==> config.mk <==
export PLATFORM = sky130hd
export DESIGN_NAME = hpa_port
export DESIGN_NICKNAME = d
export VERILOG_FILES = /design/src/hpa_pkg.sv /design/src/hpa_port.sv
export SDC_FILE = /design/constraint.sdc
export NUM_CORES = 1
export LEC_CHECK = 0
export ABC_AREA = 1
export BUFFER_PORTS_ARGS = -buffer_cell sky130_fd_sc_hd__buf_2
export CORE_MARGIN = 3
export CORE_UTILIZATION = 54
export CTS_CLUSTER_SIZE = 10
export DETAILED_ROUTE_END_ITERATION = 12
export GPL_TIMING_DRIVEN = 0
export PLACE_DENSITY_LB_ADDON = 0.1
export SETUP_SLACK_MARGIN = 0.4
export SLEW_MARGIN = 25
export SYNTH_ARGS = -nofsm -noshare
export SYNTH_HDL_FRONTEND = slang
export SYNTH_SLANG_ARGS = --single-unit
==> constraint.sdc <==
create_clock -name clk_i -period 2 [get_ports clk_i]
set_clock_uncertainty 0.1 [all_clocks]
set_input_delay 0.1 -clock clk_i [delete_from_list [all_inputs] [get_ports clk_i]]
set_output_delay 0.1 -clock clk_i [all_outputs]
set_load 0.02 [all_outputs]
==> src/hpa_pkg.sv <==
// Package with the constants and types of the host port access handshake.
package hpa_pkg;

   localparam int unsigned CLK_PERIOD_NS   = 5;
   localparam int unsigned ADDR_W          = 3;
   localparam int unsigned DATA_W          = 8;
   localparam int unsigned SYNC_STAGES     = 2;

   // Latency budgets in device clock periods, counted from the strobe edge.
   localparam int unsigned SPLIT_FAST_MAX  = 3;
   localparam int unsigned SPLIT_MED_MAX   = 4;
   localparam int unsigned SPLIT_SLOW_MAX  = 5;
   localparam int unsigned DSTB_FAST_MAX   = 4;
   localparam int unsigned DSTB_MED_MAX    = 5;
   localparam int unsigned DSTB_SLOW_MAX   = 6;

   // Two periods go to the input synchroniser and one to the answer flop.
   localparam int unsigned PIPE_CYCLES     = 3;
   localparam logic [2:0]  WAIT_SPLIT_FAST = 3'h0;
   localparam logic [2:0]  WAIT_SPLIT_MED  = 3'h1;
   localparam logic [2:0]  WAIT_SPLIT_SLOW = 3'h2;
   localparam logic [2:0]  WAIT_DSTB_FAST  = 3'h1;
   localparam logic [2:0]  WAIT_DSTB_MED   = 3'h2;
   localparam logic [2:0]  WAIT_DSTB_SLOW  = 3'h3;

   localparam logic [2:0]  ADDR_MULTI      = 3'h0;
   localparam logic [2:0]  ADDR_MED        = 3'h4;
   localparam logic [2:0]  ADDR_DSTB_MED   = 3'h5;

   typedef struct packed {
      logic              chip_sel_n;
      logic              data_strobe_n;
      logic              rw_wr;
      logic [2:0]        addr;
      logic              ram_access;
   } hpa_bus_t;

   typedef enum logic [1:0] {
      HPA_SPEED_FAST,
      HPA_SPEED_MED,
      HPA_SPEED_SLOW
   } hpa_speed_t;

endpackage : hpa_pkg

==> src/hpa_port.sv <==
// Access handshake of the 8-bit parallel host port, both bus styles.
`timescale 1ns/1ps
// Contract
// - With the style pin high the port uses data strobe plus read/write line and an active-low acknowledge.
// - With the style pin low the port uses separate read and write strobes and a ready output.
// - Split-strobe latency runs from the falling strobe edge to the rising edge of ready and depends on the address.
// - Split-strobe accesses to addresses 7, 6, 5, 3, 2 and 1 raise ready within three clock periods.
// - Split-strobe accesses to address 4 and control accesses at address 0 raise ready within four periods.
// - Split-strobe coefficient RAM accesses at address 0 raise ready within five periods.
// - Data-strobe latency runs from the falling data strobe edge to the falling acknowledge edge.
// - Data-strobe accesses to addresses 7, 6, 3, 2 and 1 assert acknowledge within four periods.
// - Data-strobe accesses to addresses 4 and 5 and control accesses at address 0 acknowledge within five periods.
// - Data-strobe coefficient RAM accesses at address 0 acknowledge within six periods.
// - In data-strobe style a completed write is signalled by pulling the acknowledge low.
// - The acknowledge or ready pin is open drain and only ever pulls low.
module hpa_port (
   input  wire logic              clk_i,
   input  wire logic              reset_i,
   input  wire logic              style_sel_i,
   input  wire logic              chip_sel_n_i,
   input  wire logic              data_strobe_n_i,
   input  wire logic              rw_wr_i,
   input  wire logic [2:0]        addr_i,
   input  wire logic              ram_access_i,
   output logic                   transfer_ack_n_o,
   output logic                   transfer_ack_oe_o,
   output logic                   access_start_o,
   output logic                   access_write_o,
   output logic [2:0]             access_addr_o
);

   typedef enum logic [1:0] {
      ST_IDLE,
      ST_WAIT,
      ST_ANSWER
   } hpa_state_t;

   hpa_pkg::hpa_bus_t  bus_in;
   hpa_pkg::hpa_bus_t  meta_ff;
   hpa_pkg::hpa_bus_t  sync_ff;
   logic               style_meta_ff;
   logic               style_ff;
   hpa_state_t         state_ff;
   hpa_state_t         nxt_state;
   logic [2:0]         wait_ff;
   logic [2:0]         nxt_wait;
   logic               pull_ff;
   logic               nxt_pull;
   logic               start_ff;
   logic               nxt_start;
   logic               write_ff;
   logic               nxt_write;
   logic [2:0]         addr_ff;
   logic [2:0]         nxt_addr;
   logic               strobe_on;
   logic               is_write;
   logic [2:0]         take_wait;

   assign bus_in = '{chip_sel_n: chip_sel_n_i, data_strobe_n: data_strobe_n_i,
                     rw_wr: rw_wr_i, addr: addr_i, ram_access: ram_access_i};

   // Every pin passes two flops; the first stage is read by nothing else.
   always_ff @(posedge clk_i or posedge reset_i) begin
      if (reset_i) begin
         meta_ff       <= '{chip_sel_n: 1'b1, data_strobe_n: 1'b1, rw_wr: 1'b1,
                            addr: 3'h0, ram_access: 1'b0};
         sync_ff       <= '{chip_sel_n: 1'b1, data_strobe_n: 1'b1, rw_wr: 1'b1,
                            addr: 3'h0, ram_access: 1'b0};
         style_meta_ff <= 1'b0;
         style_ff      <= 1'b0;
      end else begin
         meta_ff       <= bus_in;
         sync_ff       <= meta_ff;
         style_meta_ff <= style_sel_i;
         style_ff      <= style_meta_ff;
      end
   end

   function automatic hpa_pkg::hpa_speed_t speed_of(input logic       dstb,
                                                    input logic [2:0] addr,
                                                    input logic       ram);
      if (addr == hpa_pkg::ADDR_MULTI) begin
         speed_of = ram ? hpa_pkg::HPA_SPEED_SLOW : hpa_pkg::HPA_SPEED_MED;
      end else if (addr == hpa_pkg::ADDR_MED) begin
         speed_of = hpa_pkg::HPA_SPEED_MED;
      end else if (dstb && addr == hpa_pkg::ADDR_DSTB_MED) begin
         speed_of = hpa_pkg::HPA_SPEED_MED;
      end else begin
         speed_of = hpa_pkg::HPA_SPEED_FAST;
      end
   endfunction : speed_of

   // Wait cycles spent in ST_WAIT, so that pipeline plus wait meets each budget.
   function automatic logic [2:0] wait_of(input logic dstb, input hpa_pkg::hpa_speed_t sp);
      unique case (sp)
         hpa_pkg::HPA_SPEED_FAST: wait_of = dstb ? hpa_pkg::WAIT_DSTB_FAST
                                                 : hpa_pkg::WAIT_SPLIT_FAST;
         hpa_pkg::HPA_SPEED_MED:  wait_of = dstb ? hpa_pkg::WAIT_DSTB_MED
                                                 : hpa_pkg::WAIT_SPLIT_MED;
         hpa_pkg::HPA_SPEED_SLOW: wait_of = dstb ? hpa_pkg::WAIT_DSTB_SLOW
                                                 : hpa_pkg::WAIT_SPLIT_SLOW;
         default:                 wait_of = hpa_pkg::WAIT_DSTB_SLOW;
      endcase
   endfunction : wait_of

   // Split style strobes are the read line and the write line, both active low;
   // data-strobe style uses one strobe and a level read/write line.
   always_comb begin
      take_wait = wait_of(style_ff, speed_of(style_ff, sync_ff.addr, sync_ff.ram_access));
      if (style_ff) begin
         strobe_on = !sync_ff.data_strobe_n;
         is_write  = !sync_ff.rw_wr;
      end else begin
         strobe_on = !sync_ff.data_strobe_n || !sync_ff.rw_wr;
         is_write  = !sync_ff.rw_wr;
      end
      strobe_on = strobe_on && !sync_ff.chip_sel_n;
   end

   always_comb begin
      nxt_state = state_ff;
      nxt_wait  = wait_ff;
      nxt_pull  = pull_ff;
      nxt_start = 1'b0;
      nxt_write = write_ff;
      nxt_addr  = addr_ff;
      unique case (state_ff)
         ST_IDLE: begin
            // Split style holds ready low while idle so its rising edge marks completion.
            nxt_pull = !style_ff;
            if (strobe_on) begin
               nxt_start = 1'b1;
               nxt_write = is_write;
               nxt_addr  = sync_ff.addr;
               // The synchroniser already eats the budget of the split-strobe fastest class, so it answers here.
               if (take_wait == 3'h0) begin
                  nxt_state = ST_ANSWER;
                  nxt_pull  = style_ff;
               end else begin
                  nxt_state = ST_WAIT;
                  nxt_wait  = take_wait - 3'h1;
                  nxt_pull  = !style_ff;
               end
            end
         end
         ST_WAIT: begin
            if (!strobe_on) begin
               nxt_state = ST_IDLE;
               nxt_pull  = !style_ff;
            end else if (wait_ff == 3'h0) begin
               nxt_state = ST_ANSWER;
               // Data-strobe style pulls low to complete; split style releases to high.
               nxt_pull  = style_ff;
            end else begin
               nxt_wait  = wait_ff - 3'h1;
            end
         end
         ST_ANSWER: begin
            if (!strobe_on) begin
               nxt_state = ST_IDLE;
               nxt_pull  = !style_ff;
            end
         end
         default: begin
            nxt_state = ST_IDLE;
            nxt_pull  = 1'b0;
         end
      endcase
   end

   always_ff @(posedge clk_i or posedge reset_i) begin
      if (reset_i) begin
         state_ff <= ST_IDLE;
         wait_ff  <= 3'h0;
         pull_ff  <= 1'b0;
         start_ff <= 1'b0;
         write_ff <= 1'b0;
         addr_ff  <= 3'h0;
      end else begin
         state_ff <= nxt_state;
         wait_ff  <= nxt_wait;
         pull_ff  <= nxt_pull;
         start_ff <= nxt_start;
         write_ff <= nxt_write;
         addr_ff  <= nxt_addr;
      end
   end

   // The pin only ever sinks current; the high level comes from the board pull-up.
   assign transfer_ack_n_o  = 1'b0;
   assign transfer_ack_oe_o = pull_ff;
   assign access_start_o    = start_ff;
   assign access_write_o    = write_ff;
   assign access_addr_o     = addr_ff;
endmodule : hpa_port

Word-level counts from Yosys, hierarchy flattened --
Index checks and enable logic that the tools add are counted.
Operators by class: equal/unequal tests 12, muxes and demuxes 28, add/sub/neg operators 2, reductions and logical operators 17
Operator list (number):
- 2-bit 2-to-1 mux | 8
- 1-bit 2-to-1 mux | 12
- 3-bit 2-to-1 mux | 4
- 2-bit case mux with 3 select lines | 2
- 2-bit inequality test, second input constant | 5
- 3-bit logical NOT | 3
- 3-bit equality test, second input constant | 2
- 3-bit case mux with 2 select lines | 1
- 3-bit by 1-bit subtractor with 3-bit output, second input constant | 2
- 5-bit AND reduction | 1
- 2-bit by 1-bit equality test with 1-bit output, second input constant | 2
- 2-bit equality test, second input constant | 2
- 1-bit logical NOT | 4
- 2-bit logical NOT | 2
- 2-bit AND reduction | 2
- 3-bit inequality test, second input constant | 1
- 1-bit case mux with 3 select lines | 1
- 3-bit AND reduction | 1
- 1-bit logical AND | 2
- 2-bit nonzero test | 1
- 1-bit logical OR | 1
Word-level totals: word-level logic and storage cells 77, flip-flop bits (word level) 27, input bits 10

Logic depth before layout (Yosys ltp) --
depth in word-level cells 11, gate-level depth with buffers 12, gate-level depth less buffers 12

Worst setup path before layout --
Ideal clock, no wire load.
path kind flip-flop to flip-flop, from reg sync_ff[1] in the netlist's numbering, to reg wait_ff[2], setup time 0.116 ns, path slack 0.465 ns, period minus slack after synthesis 1.535 ns, required time 1.784 ns, cell stages (with the launch flop) 11, data arrival time 1.318 ns, path buffers 0, path through dfrtp_1 nor2_1 nand3_1 nand3_1 nand2_1 nand2_1 nand2_1 ha_1 xnor2_1 nand3_1 nand2_1
On the way: word-level cells in the longest chain between the ends 11, elaborated cells between the ends (all ways) 18
Ends and longest elaborated chain:
- start, declared | RTL line hpa_port.sv:40 | hpa_pkg::hpa_bus_t sync_ff;
- start signal, assigned | RTL line hpa_port.sv:67 | sync_ff <= '{chip_sel_n: 1'b1, data_strobe_n: 1'b1, rw_wr: 1'b1,
- start signal, assigned | RTL line hpa_port.sv:73 | sync_ff <= meta_ff;
- 3-bit equality test | RTL line hpa_port.sv:86 | end else if (dstb && addr == hpa_pkg::ADDR_DSTB_MED) begin
- 1-bit logical AND | RTL line hpa_port.sv:86
- 1-bit 2-to-1 mux | RTL line hpa_port.sv:86
- 1-bit 2-to-1 mux | RTL line hpa_port.sv:84 | end else if (addr == hpa_pkg::ADDR_MED) begin
- 2-bit 2-to-1 mux * | RTL line hpa_port.sv:82 | if (addr == hpa_pkg::ADDR_MULTI) begin
- 2-bit equality test (tied with other cells) | RTL line hpa_port.sv:95 | unique case (sp)
- 2-bit case mux with 3 select lines * | RTL line hpa_port.sv:95
- 3-bit by 1-bit subtractor with 3-bit output | RTL line hpa_port.sv:141 | nxt_wait = take_wait - 3'h1;
- 3-bit 2-to-1 mux | RTL line hpa_port.sv:136 | if (take_wait == 3'h0) begin
- 3-bit 2-to-1 mux | RTL line hpa_port.sv:131 | if (strobe_on) begin
- 3-bit case mux with 2 select lines | RTL line hpa_port.sv:127 | unique case (state_ff)
- end signal, assigned | RTL line hpa_port.sv:181 | wait_ff <= nxt_wait;
- end, declared | RTL line hpa_port.sv:45 | logic [2:0] wait_ff;
Every way passes the cells marked *; elsewhere a longest branch is shown, timed or not. The select of a mux whose other input is x is not followed. A chain may end at the register's enable or synchronous reset.

Worst setup path after layout --
from reg sync_ff[1] in the netlist's numbering, to reg wait_ff[0]
On the way: word-level cells in the longest chain between the ends 11, elaborated cells between the ends (all ways) 18
Ends and longest elaborated chain:
- 3-bit equality test | RTL line hpa_port.sv:86
- 1-bit logical AND | RTL line hpa_port.sv:86
- 1-bit 2-to-1 mux | RTL line hpa_port.sv:86
- 1-bit 2-to-1 mux | RTL line hpa_port.sv:84
- 2-bit 2-to-1 mux * | RTL line hpa_port.sv:82
- 2-bit equality test (tied with other cells) | RTL line hpa_port.sv:95
- 2-bit case mux with 3 select lines * | RTL line hpa_port.sv:95
- 3-bit by 1-bit subtractor with 3-bit output * | RTL line hpa_port.sv:141
- 3-bit 2-to-1 mux * | RTL line hpa_port.sv:136
- 3-bit 2-to-1 mux * | RTL line hpa_port.sv:131
- 3-bit case mux with 2 select lines * | RTL line hpa_port.sv:127
- named net nxt_wait[0] | RTL line hpa_port.sv:46 | logic [2:0] nxt_wait;
Mark *: on every way through the listed nets, which the timed path passes. The rest lies on a longest branch. The select of a mux whose other input is x is not followed.

==> results.py <==
metrics = {
    "power_and_ir_drop": {
        "comb_power_share_pct": 34.4,
        "p_switching_uw": 511,
        "intPower_uw": 923,
        "total_power_mw": 1.43,
        "power_leakage_nw": 0.743,
        "max-vdd-ir-drop_mv": 0.745,
        "p_seq_share_pct": 49.5,
        "clkPwrFrac_pct": 16.1,
        "swShare_pct": 35.7,
        "p_per_area_nw_per_um2": 971,
    },
    "final_layout": {
        "nets": 162,
        "final_common_cell": "nand2_1",
        "fillers": 110,
        "area_growth_pct": 32.6,
        "drive_above_1_share_pct": 38.7,
        "final_cell_mix": "nand2_1 (28), dfrtp_1 (21), buf_2 (15), inv_1 (11), dlygate4sd3_1 (9)",
        "n_antenna_cell": 0,
    },
    "clock_tree": {
        "path_clk_slew_ns": 0.14,
        "clock-sinks": 27,
        "cts_max_path_buffers": 2,
        "tritoncts": "yes",
        "clk_latency_ns": 0.32,
        "htree_levels": 1,
        "root_buffer": "clkbuf_4",
        "cts_buffers": 3,
    },
    "worst_setup_path": {
        "cp.required_ns": 2.13,
        "reg2reg_slack_ns": 0.28,
        "cp_common_cell": "nand2_2",
        "start_kind": "flop",
        "arrival_ns": 1.85,
        "cp_max_fo": 2,
        "rr_worst_depth": 13,
        "r2r-end": "wait_ff[0]$_DFFE_PP0P_",
        "critPathKind": "flop to flop",
        "path_cells": "buf_6, nand2_1, nand3_1, nand2_2, nand2_2, nand2_2, nand2_1, nand2_2, buf_6, buf_4, buf_4, nand2_2, nand2_1",
        "critPathCaptureType": "flop",
        "crit_family": "simple AND/OR/NAND/NOR gates",
        "cpPeakStageDelay_ns": 0.44,
        "cp_slowest_cell": "dfrtp_1",
        "r2r_start": "sync_ff[1]$_DFF_PP0_",
        "critPathBufInv": 4,
    },
    "min_path": {
        "holdPathEnd": "sync_ff[1]$_DFF_PP0_",
        "hp-start": "meta_ff[1]$_DFF_PP0_",
        "worstHoldPathCells": 0,
        "hold_path.class": "flop to flop",
    },
    "detailed_routing": {
        "wl_per_cell_um": 12.1,
        "dr_total_vias": 849,
        "wirelength_mm": 2.12,
        "drc": 0,
        "drt_iter0_drc": 15,
        "postRouteAntennaNets": 0,
        "vias_per_cell": 4.85,
        "dr.pass1.iters": 4,
    },
    "synth": {
        "ys_types": 23,
        "netlist_area_um2": 1110,
        "yosysTopAreaCellShare_pct": 47.2,
        "synthCells": 114,
        "synth-seq-area-share_pct": 61.3,
        "ys.warnings.count": 0,
        "avgSynthCellArea_um2": 9.77,
        "yosysTopAreaCell": "dfrtp_1",
        "synth-seq-cells": 27,
        "synthesis.nets": 125,
        "synth_area_leaders": "dfrtp_1 (47%), dfstp_2 (14%), nand2_1 (11%)",
    },
    "die": {
        "initial_utilization_pct": 60.5,
        "die_height_um": 51.4,
        "core_area_um2": 1840,
        "row_count": 15,
        "dieArea_um2": 2640,
        "pin_count": 17,
        "fp.dieW_um": 51.4,
    },
    "sta": {
        "timing.final.crit_share_pct": 85.9,
        "max_freq_mhz": 582,
        "rsz0062_at_grt": "true",
        "max_slew.worst_pin.slew_ns": 0.898,
        "setup_slack_ns": 0.282,
        "tns_ns": 0,
        "relSlewSlack_pct": 39.8,
        "setup_viol": 0,
        "slew_viol_final": 0,
        "layout_min_cycle_time_ns": 1.72,
        "hold_viol": 0,
    },
    "place": {
        "io_buffers": 15,
        "place.gp.congestion": 0.826,
        "pre_cts_slack_ns": 0.301,
        "hpwlAfterDp_mm": 1.21,
    },
    "global_routing": {
        "grt_overflow": 0,
        "grt_usage_pct": 18.9,
        "grt_start_max_net_pins": 28,
        "antenna_found_initial": 0,
        "grt_pass1_wl_mm": 3.56,
        "grt_pass1_vias": 859,
        "grt_use_met3_pct": 3.79,
        "grt_use_met2_pct": 33.7,
        "top_usage_layer": "met2",
        "met1_usage_pct": 20.7,
    },
    "outcome": {
        "status": "finished, final reports clean",
    },
    "job": {
        "maxCapViolations": 0,
    },
}
[metrics by stage]
stage	cell area, um2	instances	util (%)	hold slack (ns)
6_report	1480	175	80.3	0.265
5_1_grt	1480	175	80.3	0.270
4_1_cts	1450	174	78.6	0.266
3_5_place_dp	1220	154	66.3	0.106
3_3_place_gp	1220	154	66.3	0.104
2_1_floorplan	1110	114	-	0.00448
[power by group through the flow]
stage                     logic (mW)  registers, mW  clock network [mW]
after CTS                      0.482          0.707               0.235
after global routing           0.549          0.727               0.263
after detailed placement       0.389          0.717                   0
after global placement         0.379          0.712                   0
after floorplan                0.238          0.763                   0
final                          0.494          0.709               0.231
[cells in the mapped netlist (all sizes together)]
cell	number
a21oi	1
and2	1
buf	1
conb	1
dfrtp	21
dfstp	6
ha	1
inv	16
nand2	35
nand3	8
nand3b	2
nand4	2
nor2	10
nor3	1
o21ai	6
or2	1
xnor2	1
[kinds of logic after synthesis]
kind of cell,count (synthesis),synth area share (%)
and+or+nand+nor,60,25.2
buffers and inverters,17,6.07
other,1,0.337
DFF,27,61.3
AOI/OAI and AO/OA,7,5.17
xor gates and xnor gates,1,0.787
adders and majority gates,1,1.12
[routing by layer]
layer / up-vias / part of all wire, %
met5: - / 0
li1: 422 / -
met4: 0 / 3.0
met2: 23 / 52
met1: 397 / 41
met3: 7 / 3.7
[what timing repair did]
item | in CTS | in global routing
buffers inserted | 7 | 1
resized for setup | 15 | 6
cloned | 0 | 0
endpoints found under the setup margin | 2 | 3
hold buffers | 9 | 0
pin swaps | 15 | 9
hold endpoints to repair | 29 | 0
[worst max path at each step]
stage                              start                     end  slack, ns  cells past startpoint
floorplan           sync_ff[1]$_DFF_PP0_  wait_ff[2]$_DFFE_PP0P_       0.47                     10
global placement    sync_ff[1]$_DFF_PP0_  wait_ff[2]$_DFFE_PP0P_       0.34                      9
detailed placement  sync_ff[1]$_DFF_PP0_  wait_ff[2]$_DFFE_PP0P_       0.30                      9
CTS                 sync_ff[2]$_DFF_PP0_  wait_ff[0]$_DFFE_PP0P_       0.40                     11
global route        sync_ff[1]$_DFF_PP0_  wait_ff[2]$_DFFE_PP0P_       0.20                     10
finish              sync_ff[1]$_DFF_PP0_  wait_ff[0]$_DFFE_PP0P_       0.28                     13
[flip-flops by register name (all words and copies together), names as in the netlist]
name,count
sync_ff,7
style_meta_ff,1
meta_ff,7
access_start_o,1
access_write_o,1
access_addr_o,3
style_ff,1
state_ff,2
transfer_ack_oe_o,1
wait_ff,3
[layout make-up]
type / count / area, um2 / share of cell area [%]
flip-flops and latches: 27 / 683 / 46.3
well taps: 25 / 31.3 / 2.12
clock inverters: 1 / 5.00 / 0.339
clock buffers: 3 / 22.5 / 1.53
inverters: 16 / 60.1 / 4.07
multi-input cells: 70 / 434 / 29.4
repair buffers: 32 / 233 / 15.8
plain buffers: 1 / 7.51 / 0.508
Note: power is estimated with default switching activity, not from simulation.
